File: src/rtl/bp_param_pkg.sv
package bp_param_pkg;
    // Printed offsets; 0xf6 is not a multiple of four, so the
    // map keeps every offset as an index and the byte address is 4x it
    localparam logic [7:0] IDX_TIMING = 8'hf6;
    localparam logic [7:0] IDX_DEEP_UV = 8'hf3;
    localparam logic [7:0] IDX_LOCK = 8'hf0;
    localparam logic [7:0] IDX_DISABLE = 8'hf1;
    localparam logic [7:0] IDX_OC_LEVEL = 8'hf4;
    localparam logic [7:0] IDX_SC_LEVEL = 8'hf5;
    localparam int ADDR_W = 12;

    // Field positions
    localparam int LOCK_BIT = 0;
    localparam int LOCK_EN_BIT = 1;
    localparam int DUV_DIS_BIT = 3;
    localparam int SC_DIS_BIT = 2;
    localparam int DOC_DIS_BIT = 1;
    localparam int COC_DIS_BIT = 0;

    // Masks of implemented bits; reserved bits read zero
    localparam logic [7:0] MASK_DISABLE = 8'h0f;
    localparam logic [7:0] MASK_SC_LEVEL = 8'h0f;
    localparam logic [7:0] MASK_DEEP_UV = 8'h3f;
    localparam logic [7:0] MASK_FULL = 8'hff;
    localparam logic [7:0] RESET_VALUE = 8'h00;

    // Lock window length in CPU clocks
    localparam logic [2:0] LOCK_WINDOW = 3'h4;

    // Reaction time steps
    localparam int CLK_MHZ = 20;
    localparam int SC_STEP_US = 61;
    localparam int OC_STEP_MS = 1;
    localparam int SC_STEP_CYC = SC_STEP_US * CLK_MHZ;
    localparam int OC_STEP_CYC = OC_STEP_MS * 1000 * CLK_MHZ;
    localparam int TIME_W = 20;

    localparam logic [1:0] RESP_OKAY = 2'h0;
    localparam logic [1:0] RESP_SLVERR = 2'h2;

    // Detector inputs and protection activations
    typedef struct packed {
        logic deep_uv;
        logic short_circuit;
        logic discharge_oc;
        logic charge_oc;
    } detect_t;

    typedef enum {LOCK_IDLE, LOCK_ARMED, LOCK_SET} lock_state_t;
endpackage

File: src/rtl/battery_protect_param_regs.sv
// Added by the designer: the AXI4-Lite slave port.
`timescale 1ns/100ps
// What this block does
// Locked registers refuse every software write
// Software locks with two writes, four cycles
// Lock sets only inside the window
// Software programs early, then locks
// Lock covers all five parameter registers
// Upper nibbles of two registers read zero
// Deep under-voltage disable masks that condition
// Short-circuit disable masks short-circuit condition
// Discharge over-current disable masks that condition
// Charge over-current disable masks that condition
// Upper timing nibble sets short-circuit time
// Lower timing nibble sets over-current time
// One over-current time serves both directions
// Upper level nibble: discharge threshold code
// Lower level nibble: charge threshold code
// Short-circuit nibble: discharge threshold code
// Lock bit is bit zero
// Lock-enable bit is bit one
// Software spaces rewrites by eight clocks
// Protection fires after level outlasts time
module battery_protect_param_regs (
    input wire logic MCLK,
    input wire logic RESET,
    input wire logic CLK_EN,
    input wire logic [bp_param_pkg::ADDR_W-1:0] AWADDR,
    input wire logic AWVALID,
    output logic AWREADY,
    input wire logic [31:0] WDATA,
    input wire logic [3:0] WSTRB,
    input wire logic WVALID,
    output logic WREADY,
    output logic [1:0] BRESP,
    output logic BVALID,
    input wire logic BREADY,
    input wire logic [bp_param_pkg::ADDR_W-1:0] ARADDR,
    input wire logic ARVALID,
    output logic ARREADY,
    output logic [31:0] RDATA,
    output logic [1:0] RRESP,
    output logic RVALID,
    input wire logic RREADY,
    input wire bp_param_pkg::detect_t ABOVE_LEVEL,
    output bp_param_pkg::detect_t PROTECT_ACTIVE,
    output logic [3:0] DISCHARGE_OC_LEVEL,
    output logic [3:0] CHARGE_OC_LEVEL,
    output logic [3:0] SHORT_CIRCUIT_LEVEL,
    output logic [5:0] DEEP_UV_SETTING,
    output logic LOCKED
);
    logic [7:0] disable_ctrl;
    logic [7:0] timing;
    logic [7:0] oc_level;
    logic [7:0] sc_level;
    logic [7:0] deep_uv;
    bp_param_pkg::lock_state_t lock_state;
    logic [2:0] window;
    logic [bp_param_pkg::ADDR_W-1:0] aw_addr;
    logic [7:0] w_data;
    logic w_lane0;
    logic aw_held;
    logic w_held;
    logic wr_fire;
    logic wr_hit;
    bp_param_pkg::detect_t above_meta;
    bp_param_pkg::detect_t above_sync;
    logic [bp_param_pkg::TIME_W-1:0] sc_limit;
    logic [bp_param_pkg::TIME_W-1:0] oc_limit;

    // Word index of a byte address; returns 8'hff for misaligned or far
    // Upper address bits must be zero, else the map would repeat above
    function automatic logic [7:0] word_index(
        input logic [bp_param_pkg::ADDR_W-1:0] a);
        word_index = (a[1:0] == 2'h0 && a[bp_param_pkg::ADDR_W-1:10] == '0)
            ? a[9:2] : 8'hff;
    endfunction

    // Mapped index test, shared by both channels
    function automatic logic is_mapped(input logic [7:0] i);
        is_mapped = (i == bp_param_pkg::IDX_TIMING)
            || (i == bp_param_pkg::IDX_DEEP_UV)
            || (i == bp_param_pkg::IDX_LOCK)
            || (i == bp_param_pkg::IDX_DISABLE)
            || (i == bp_param_pkg::IDX_OC_LEVEL)
            || (i == bp_param_pkg::IDX_SC_LEVEL);
    endfunction

    // Address and data are caught separately, in either order; ready
    // drops while frozen so no handshake is seen that the state misses
    assign AWREADY = CLK_EN && !aw_held && !BVALID;
    assign WREADY = CLK_EN && !w_held && !BVALID;
    assign wr_fire = aw_held && w_held && !BVALID;
    assign wr_hit = wr_fire && w_lane0
        && (lock_state != bp_param_pkg::LOCK_SET);

    always_ff @(posedge MCLK)
    begin
        if (RESET)
        begin
            aw_held <= 1'b0;
            w_held <= 1'b0;
            aw_addr <= '0;
            w_data <= bp_param_pkg::RESET_VALUE;
            w_lane0 <= 1'b0;
        end
        else if (CLK_EN)
        begin
            if (AWVALID && AWREADY)
            begin
                aw_held <= 1'b1;
                aw_addr <= AWADDR;
            end
            else if (wr_fire)
                aw_held <= 1'b0;
            if (WVALID && WREADY)
            begin
                w_held <= 1'b1;
                w_data <= WDATA[7:0];
                w_lane0 <= WSTRB[0];
            end
            else if (wr_fire)
                w_held <= 1'b0;
        end
    end

    // Write response; unmapped addresses answer SLVERR
    always_ff @(posedge MCLK)
    begin
        if (RESET)
        begin
            BVALID <= 1'b0;
            BRESP <= bp_param_pkg::RESP_OKAY;
        end
        else if (CLK_EN)
        begin
            if (wr_fire)
            begin
                BVALID <= 1'b1;
                BRESP <= is_mapped(word_index(aw_addr))
                    ? bp_param_pkg::RESP_OKAY : bp_param_pkg::RESP_SLVERR;
            end
            else if (BREADY)
                BVALID <= 1'b0;
        end
    end

    // Reserved upper bits are masked on entry, so they read zero
    // Parameter registers; refused silently once locked
    always_ff @(posedge MCLK)
    begin
        if (RESET)
        begin
            disable_ctrl <= bp_param_pkg::RESET_VALUE;
            timing <= bp_param_pkg::RESET_VALUE;
            oc_level <= bp_param_pkg::RESET_VALUE;
            sc_level <= bp_param_pkg::RESET_VALUE;
            deep_uv <= bp_param_pkg::RESET_VALUE;
        end
        else if (CLK_EN && wr_hit)
        begin
            case (word_index(aw_addr))
                bp_param_pkg::IDX_DISABLE:
                    disable_ctrl <= w_data & bp_param_pkg::MASK_DISABLE;
                bp_param_pkg::IDX_TIMING:
                    timing <= w_data;
                bp_param_pkg::IDX_OC_LEVEL:
                    oc_level <= w_data;
                bp_param_pkg::IDX_SC_LEVEL:
                    sc_level <= w_data & bp_param_pkg::MASK_SC_LEVEL;
                bp_param_pkg::IDX_DEEP_UV:
                    deep_uv <= w_data & bp_param_pkg::MASK_DEEP_UV;
                default:
                    ;
            endcase
        end
    end

    // Lock sequence; a stray write inside the window disarms it
    // Window counts CPU clocks from the commit of the arming write
    always_ff @(posedge MCLK)
    begin
        if (RESET)
        begin
            lock_state <= bp_param_pkg::LOCK_IDLE;
            window <= 3'h0;
        end
        else if (CLK_EN)
        begin
            case (lock_state)
                bp_param_pkg::LOCK_IDLE:
                    if (wr_hit
                        && word_index(aw_addr) == bp_param_pkg::IDX_LOCK
                        && w_data[bp_param_pkg::LOCK_EN_BIT]
                        && w_data[bp_param_pkg::LOCK_BIT])
                    begin
                        lock_state <= bp_param_pkg::LOCK_ARMED;
                        window <= bp_param_pkg::LOCK_WINDOW;
                    end
                bp_param_pkg::LOCK_ARMED:
                    if (wr_hit
                        && word_index(aw_addr) == bp_param_pkg::IDX_LOCK
                        && !w_data[bp_param_pkg::LOCK_EN_BIT]
                        && w_data[bp_param_pkg::LOCK_BIT])
                        lock_state <= bp_param_pkg::LOCK_SET;
                    else if (window == 3'h1 || wr_hit)
                        lock_state <= bp_param_pkg::LOCK_IDLE;
                    else
                        window <= window - 3'h1;
                bp_param_pkg::LOCK_SET:
                    lock_state <= bp_param_pkg::LOCK_SET;
                default:
                    lock_state <= bp_param_pkg::LOCK_IDLE;
            endcase
        end
    end

    // Read channel; one cycle latency, held until RREADY
    // Reads pass the lock; only writes are refused
    assign ARREADY = CLK_EN && !RVALID;

    always_ff @(posedge MCLK)
    begin
        if (RESET)
        begin
            RVALID <= 1'b0;
            RDATA <= 32'h0000_0000;
            RRESP <= bp_param_pkg::RESP_OKAY;
        end
        else if (CLK_EN)
        begin
            if (ARVALID && ARREADY)
            begin
                RVALID <= 1'b1;
                RRESP <= is_mapped(word_index(ARADDR))
                    ? bp_param_pkg::RESP_OKAY : bp_param_pkg::RESP_SLVERR;
                case (word_index(ARADDR))
                    bp_param_pkg::IDX_DISABLE:
                        RDATA <= {24'h000000, disable_ctrl};
                    bp_param_pkg::IDX_TIMING:
                        RDATA <= {24'h000000, timing};
                    bp_param_pkg::IDX_OC_LEVEL:
                        RDATA <= {24'h000000, oc_level};
                    bp_param_pkg::IDX_SC_LEVEL:
                        RDATA <= {24'h000000, sc_level};
                    bp_param_pkg::IDX_DEEP_UV:
                        RDATA <= {24'h000000, deep_uv};
                    bp_param_pkg::IDX_LOCK:
                        RDATA <= {31'h0000_0000,
                            lock_state == bp_param_pkg::LOCK_SET};
                    default:
                        RDATA <= 32'h0000_0000;
                endcase
            end
            else if (RREADY)
                RVALID <= 1'b0;
        end
    end

    // Threshold codes go straight to the analog comparators
    assign DISCHARGE_OC_LEVEL = oc_level[7:4];
    assign CHARGE_OC_LEVEL = oc_level[3:0];
    assign SHORT_CIRCUIT_LEVEL = sc_level[3:0];
    assign DEEP_UV_SETTING = deep_uv[5:0];
    assign LOCKED = (lock_state == bp_param_pkg::LOCK_SET);

    // Comparator outputs are asynchronous: two flops first
    // Frozen with the rest while the clock enable is low
    always_ff @(posedge MCLK)
    begin
        if (RESET)
        begin
            above_meta <= '0;
            above_sync <= '0;
        end
        else if (CLK_EN)
        begin
            above_meta <= ABOVE_LEVEL;
            above_sync <= above_meta;
        end
    end

    // Short-circuit: 61us steps to code 7, then 122us steps
    always_comb
    begin
        if (!timing[7])
            sc_limit = bp_param_pkg::TIME_W'((32'(timing[6:4]) + 32'd1)
                * bp_param_pkg::SC_STEP_CYC);
        else
            sc_limit = bp_param_pkg::TIME_W'((32'(timing[6:4]) * 32'd2
                + 32'd10) * bp_param_pkg::SC_STEP_CYC);
    end

    // Over-current: 1 ms for code 0, else 2 ms per code step
    always_comb
    begin
        if (timing[3:0] == 4'h0)
            oc_limit = bp_param_pkg::TIME_W'(bp_param_pkg::OC_STEP_CYC);
        else
            oc_limit = bp_param_pkg::TIME_W'(32'(timing[3:0]) * 32'd2
                * bp_param_pkg::OC_STEP_CYC);
    end

    // One persistence timer per protection; deep under-voltage
    // delay is timed elsewhere, here it is only gated
    genvar g;
    generate
        for (g = 0; g < 4; g++)
        begin : g_prot
            logic [bp_param_pkg::TIME_W-1:0] cnt;
            logic [bp_param_pkg::TIME_W-1:0] lim;
            logic dis;
            logic act;
            assign dis = disable_ctrl[g];
            // One flop per bit, so each output bit has a single writer
            assign PROTECT_ACTIVE[g] = act;
            assign lim = (g == bp_param_pkg::SC_DIS_BIT) ? sc_limit
                : (g == bp_param_pkg::DUV_DIS_BIT)
                ? '0 : oc_limit;
            always_ff @(posedge MCLK)
            begin
                if (RESET)
                begin
                    cnt <= '0;
                    act <= 1'b0;
                end
                else if (CLK_EN)
                begin
                    if (dis || !above_sync[g])
                    begin
                        cnt <= '0;
                        act <= 1'b0;
                    end
                    else if (cnt >= lim)
                        act <= 1'b1;
                    else
                        cnt <= cnt + 1'b1;
                end
            end
        end
    endgenerate
endmodule

File: config.mk
export PLATFORM = sky130hd
export DESIGN_NAME = battery_protect_param_regs
export DESIGN_NICKNAME = d
export VERILOG_FILES = /design/src/rtl/bp_param_pkg.sv /design/src/rtl/battery_protect_param_regs.sv
export SDC_FILE = /design/constraint.sdc
export NUM_CORES = 1
export LEC_CHECK = 0
export BUFFER_PORTS_ARGS = -buffer_cell sky130_fd_sc_hd__buf_2
export CORE_MARGIN = 2
export CORE_UTILIZATION = 30
export CTS_BUF_LIST = sky130_fd_sc_hd__clkbuf_4
export DETAILED_ROUTE_END_ITERATION = 12
export PLACE_DENSITY = 0.51
export SETUP_SLACK_MARGIN = 0.05
export SLEW_MARGIN = 0
export SYNTH_ARGS = -nofsm -noshare
export SYNTH_HDL_FRONTEND = slang
export SYNTH_SLANG_ARGS = --single-unit
File: constraint.sdc
create_clock -name MCLK -period 7.26 [get_ports MCLK]
set_clock_uncertainty 0.2 [all_clocks]
set_input_delay 0.363 -clock MCLK [delete_from_list [all_inputs] [get_ports MCLK]]
set_output_delay 0.363 -clock MCLK [all_outputs]
set_load 0.005 [all_outputs]
### Word-level counts from Yosys, hierarchy flattened

Index checks and enable logic that the tools add are counted.

| cells by class | value |
|---|---|
| $add $sub $neg | 7 |
| multipliers | 3 |
| magnitude comparators | 4 |
| equality and inequality tests | 25 |
| multiplexer cells | 38 |
| reduce and logical (&&, ||, !) cells | 82 |

Operators with widths:

| operator | count |
|---|---|
| 20-bit 2-to-1 mux | 9 |
| 8-bit equality test (second input constant) | 12 |
| 32-bit 2-to-1 mux | 3 |
| 32-bit one-hot mux with 3 select lines | 1 |
| 20-bit by 1-bit adder with 20-bit output (second input constant) | 4 |
| 20-bit greater-or-equal comparator | 3 |
| 8-bit one-hot mux with 6 select lines | 1 |
| 2-bit AND reduction | 21 |
| 32-bit by 1-bit equality test with 1-bit output (second input constant) | 1 |
| 32-bit by 2-bit equality test with 1-bit output (second input constant) | 1 |
| 32-bit by 3-bit equality test with 1-bit output (second input constant) | 1 |
| 32-bit logical NOT | 1 |
| 32-bit by 3-bit inequality test with 1-bit output (second input constant) | 1 |
| 20-bit by 1-bit greater-or-equal comparator with 1-bit output (second input constant) | 1 |
| 1-bit logical AND | 20 |
| 2-bit nonzero test | 9 |
| 16-bit 2-to-1 mux | 1 |
| 8-bit 2-to-1 mux | 2 |
| 1-bit logical OR | 15 |
| 1-bit 2-to-1 mux | 15 |
| 4-bit by 10-bit multiplier with 14-bit output (second input constant) | 1 |
| 5-bit by 9-bit multiplier with 14-bit output (second input constant) | 1 |
| 2-bit inequality test (second input constant) | 7 |
| 4-bit by 9-bit multiplier with 13-bit output (second input constant) | 1 |
| other kinds (13) | 27 |

| word-level totals | value |
|---|---|
| register bits | 218 |
| bits of input ports | 72 |
| output and inout port bits | 64 |

### Longest topological paths before layout

| depth | value |
|---|---|
| depth after elaboration | 10 |
| depth in mapped cells | 21 |
| gate-level depth less buffers | 19 |

### Worst setup path before layout

Ideal clock, no wire load.

| path | value |
|---|---|
| path kind | register to register |
| start | register timing[2] |
| end | register g_prot[1].cnt[13] (netlist bit) |
| data arrival time | 4725 ps |
| setup slack | 2264 ps |
| cell stages (with the launch flop) | 20 |
| period minus slack after synthesis | 4996 ps |
| path through | dfxtp_1 > inv_1 > fa_1 > inv_1 > ha_1 > fa_1 > a21o_1 > a21oi_1 > nor2b_1 > o21ai_0 > xnor2_1 > nand2_1 > ha_1 > a21oi_1 > nand2_1 > a221oi_1 > a31oi_1 > clkbuf_1 > or4_1 > a21oi_1 |

| on the way | value |
|---|---|
| word-level cells in the longest chain between the ends | 5 |
| elaborated cells on any way between the ends | 6 |
| those cells by class | mul (1); order compare (1); eq/ne (1); mux (1); reduce/logical (2) |

RTL lines:

| element | RTL line | text |
|---|---|---|
| from (decl) | battery_protect_param_regs.sv:54 | `logic [7:0] timing;` |
| from (signal assigned) | battery_protect_param_regs.sv:156 | `timing <= bp_param_pkg::RESET_VALUE;` |
| from (signal assigned) | battery_protect_param_regs.sv:167 | `timing <= w_data;` |
| 4-bit by 10-bit multiplier with 14-bit output / 4-bit logical NOT (equally long branches) | battery_protect_param_regs.sv:302, battery_protect_param_regs.sv:298 |  |
| 20-bit 2-to-1 mux (*) | battery_protect_param_regs.sv:298 | `if (timing[3:0] == 4'h0)` |
| 20-bit greater-or-equal comparator (*) | battery_protect_param_regs.sv:335 | `else if (cnt >= lim)` |
| 2-bit inequality test (no source line) (*) | - |  |
| 2-bit AND reduction (no source line) (*) | - |  |
| to (signal assigned) | battery_protect_param_regs.sv:338 | `cnt <= cnt + 1'b1;` |
| to (decl) | battery_protect_param_regs.sv:311 | `logic [bp_param_pkg::TIME_W-1:0] cnt;` |

Mark *: on every way between the ends. The rest lies on a longest branch, timed or not.
A chain may end at the register's enable or synchronous reset.

### Worst setup path after layout

| path | value |
|---|---|
| start | register timing[4] |
| end | register g_prot[2].cnt[12] (netlist bit) |

| on the way | value |
|---|---|
| word-level cells in the longest chain between the ends | 6 |
| elaborated cells on any way between the ends | 8 |
| those cells by class | add/sub (2); mul (2); order compare (1); eq/ne (1); mux (1); reduce/logical (1) |

RTL lines:

| element | RTL line | text |
|---|---|---|
| 4-bit by 4-bit adder with 5-bit output / 3-bit by 1-bit adder with 4-bit output (equally long branches) | battery_protect_param_regs.sv:292, battery_protect_param_regs.sv:288 |  |
| 5-bit by 9-bit multiplier with 14-bit output / 4-bit by 9-bit multiplier with 13-bit output (equally long branches) | battery_protect_param_regs.sv:292, battery_protect_param_regs.sv:289 |  |
| 16-bit 2-to-1 mux (*) | battery_protect_param_regs.sv:287 | `if (!timing[7])` |
| 20-bit greater-or-equal comparator (*) | battery_protect_param_regs.sv:335 |  |
| 2-bit inequality test (no source line) (*) | - |  |
| 2-bit AND reduction (no source line) (*) | - |  |
| to (signal assigned) | battery_protect_param_regs.sv:338 |  |
| to (decl) | battery_protect_param_regs.sv:311 |  |

Marks and branches as above.

==> impl_results.md <==
* Status: complete, no violations
* Share of layout cells above drive strength 1 at a little over an eighth
* Crit end category: register
* Max Slew Vio Count at 0
* Core ar. at around 29000 um2
* Synthesized area at 8660 um2
* Final Hold Vio Count at 0
* Input/output buffers at 82
* Initial Util at slightly above 30%
* Overall Power at 1.42 mW
* Cell variety after synth at 73
* Final wirelength at 21500 um
* Clock-pin slew on the worst setup and hold paths at 0.17 ns
* First-pass GRT wire length at 36700 um
* Lkg Pwr at 3.84 nW
* Worst hold path type: input pin to register
* Synth top area cells: dfxtp_1 33%, ha_1 13%, a21oi_1 6.2%
* Max Fclk at 176 MHz
* Yosys warns at 0
* Post-route ant nets at 0
* Tot GR Track Use at 14.7%
* Placed cell area at about 9300 um2
* Synth-to-layout area growth at 14.4%
* Most frequent cell after synthesis: dfxtp_1
* Crit share post-route at 78.3%
* Startpoint Class: register
* DR vias/cell at 4.92
* Largest net degree at the start of global routing at 79
* CTS tree: built
* # rows at 62
* Most area-hungry cell type in the Yosys netlist: dfxtp_1
* FF+latch count, synth at 142
* GRT overflow at 0
* Post-layout min period at 5.69 ns
* Initial antenna violation count at 1
* VDD IR-drop max at 0.0000929 V
* Design area at 9910 um2
* # resized after CTS at 0
* Number of global-route vias before repair at 7185
* P per Cell Area at 143 nW/um2
* Slew Limit Headroom at just over 40%
* Root Driver: clkbuf_4
* DIE HEIGHT at 174 um
* Cell Chain, Critical Path: ha_1, xnor2_1, inv_1, ha_1, ha_1, or2_2, ha_1, ha_1, a21o_1, a21oi_1, xnor2_1, a21oi_1, ha_1, nand4_1, inv_1, a2111oi_4, o22ai_2, or4_1, a21oi_1
* Crit-path slowest cell: xnor2_1
* Die W at about 170 um
* TritonCTS Sinks at 142
* Detail Placement HPWL at ~16000 um
* Post-synthesis sequential area ratio at 32.8%
* Gate Count Post-Synth at 1020
* Synth top area share at 32.8%
* Slew @ Worst Pin at 0.887 ns
* Drt first pass iters at 4
* Fin nets at 1275
* Final Setup Violations at 0
* Crit path required time at ~7.6 ns
* Die area at roughly 30000 um2
* Max-cap violations at 0
* Placer Congestion at 0.802
* Remaining DRCs at 0
* RSZ-0062 raised after global routing: no
* Worst Path Arrival at about 6.0 ns
* Most used cell, CP: ha_1
* CTS buffer count at 17
* Asr flop ratio synth at 0%
* Fill cells at 3034
* I/O pins at 136
* Worst-path maximum fanout at 12
* Clock Latency Late Sink at slightly below 0.6 ns
* Number of flops mapped to enable cells by yosys at 0
* Critical Path Max Stage Delay at 0.56 ns
* Starting DRT DRC Count at 375
* H-tree Lvls at 4
* Post-synth top cells: 142 x dfxtp_1, 123 x nand2_1, 107 x a21oi_1
* Synth Flop Type: dfxtp_1
* Setup_tns at 0 ns
* Worst Path Class, Setup: register to register
* Syn_area_per_cell at 8.49 um2
* CTS Buffer Depth at 2
* Via Count at 7415
* Avg WL per Cell at 14.3 um
-- critical path: cells and delay by family, from the launching register on --
family | cells | cell delay, ns
AOI/OAI and AO/OA | 6 | 1.41
xor gates and xnor gates | 2 | 0.69
buffers and inverters | 2 | 0.26
DFF | 1 | 0.46
adders and majority gates | 6 | 1.63
and+or+nand+nor | 3 | 0.95
-- per-stage QoR --
step	util (%)	setup WS (ns)	hold WS, ns	instances
after global routing	34.7	1.01	0.0721	1507
after detailed placement	32.6	1.59	0.239	1443
final	34.7	1.57	0.0946	1507
after CTS	34.7	1.54	0.0401	1506
after floorplan	-	2.26	0.231	1045
after global placement	32.6	1.61	0.238	1443
-- worst paths after layout --
path | slack, ns | depth (start not counted) | from | end
min | 0.09 | 4 | WVALID | w_lane0$_SDFFE_PP0P_
max | 1.57 | 19 | timing[4]$_SDFFE_PP0P_ | g_prot[2].cnt[12]$_SDFFE_PP0P_
min reg2reg | 0.26 | 2 | g_prot[3].act$_SDFFE_PP0P_ | g_prot[3].act$_SDFFE_PP0P_
max reg2reg | 1.57 | 19 | timing[4]$_SDFFE_PP0P_ | g_prot[2].cnt[12]$_SDFFE_PP0P_
-- logic make-up (layout without fill, tap and decap cells) --
kind of cell | Yosys count | after routing | share of synthesized area, %
mux | 46 | 46 | 5.51
other cells | 1 | 27 | 0.0433
simple gates | 381 | 381 | 23.2
compound gates | 228 | 228 | 16.5
xor+xnor | 22 | 22 | 2.23
flops | 142 | 142 | 32.8
buf+inv | 106 | 183 | 5.94
fa+ha+maj | 94 | 94 | 13.8
-- cells in the final DEF (no fill, tap or decap), types with 5 or more instances in the layout --
| cell | synthesis | routed |
|---|---|---|
| clkbuf_4 | 0 | 17 |
| or3_1 | 21 | 21 |
| nor2_1 | 81 | 81 |
| and3_1 | 10 | 10 |
| nand2b_1 | 11 | 11 |
| buf_4 | 30 | 5 |
| o21ai_0 | 20 | 20 |
| nand2_1 | 123 | 123 |
| inv_8 | 0 | 5 |
| o21ai_1 | 18 | 18 |
| nor2b_1 | 6 | 6 |
| o31ai_1 | 30 | 30 |
| xnor2_1 | 17 | 17 |
| nand4_1 | 25 | 25 |
| dfxtp_1 | 142 | 142 |
| a21o_1 | 8 | 8 |
| conb_1 | 1 | 26 |
| inv_6 | 0 | 5 |
| nor3_1 | 7 | 7 |
| xor2_1 | 5 | 5 |
| inv_1 | 30 | 30 |
| nor4_1 | 5 | 5 |
| ha_1 | 91 | 91 |
| buf_2 | 3 | 82 |
| or4_1 | 28 | 28 |
| a21oi_1 | 107 | 107 |
| nand3_1 | 22 | 22 |
| and2_1 | 10 | 10 |
| a222oi_1 | 6 | 6 |
| mux2i_1 | 42 | 42 |
| dlygate4sd3_1 | 0 | 31 |
-- final cells by class --
cell class / count / area, um2 / share of cell area, %
repair buffers: 118 / 758 / 7.65
multi-input cells: 797 / 5410 / 54.6
well taps: 384 / 480 / 4.85
flip-flops and latches: 142 / 2840 / 28.7
clock buffers: 17 / 128 / 1.29
clock inverters: 15 / 164 / 1.65
inverters: 33 / 124 / 1.25
diodes: 1 / 2.50 / 0.0253
-- metal layers --
layer / vias to the layer above / part of all wire (%) / GRT usage (%)
met1: 3431 / 50 / 20.4
met3: 16 / 3.8 / 3.11
met2: 123 / 45 / 23.4
li1: 3845 / - / -
met5: - / 0 / 0
met4: 0 / 0.98 / 3.61
-- state kept, by name, indices dropped and copies added, names as in the netlist, 6 cells and up --
name and cells:
timing 8, RDATA 8, aw_addr 12, deep_uv 6, g_prot.cnt 60, oc_level 8, w_data 8
-- where the power goes --
| part | switching, mW | internal (mW) | total (mW) |
|---|---|---|---|
| Combinational | 0.0517 | 0.0371 | 0.0888 |
| Sequential | 0.00971 | 0.790 | 0.800 |
| Clock | 0.368 | 0.160 | 0.528 |
-- what timing repair did --
item                                   4_1_cts  5_1_grt
buffers inserted                             0        0
hold buffers                                31        0
endpoints found under the hold margin       29        0
Note: power is estimated with default switching activity, not from simulation.
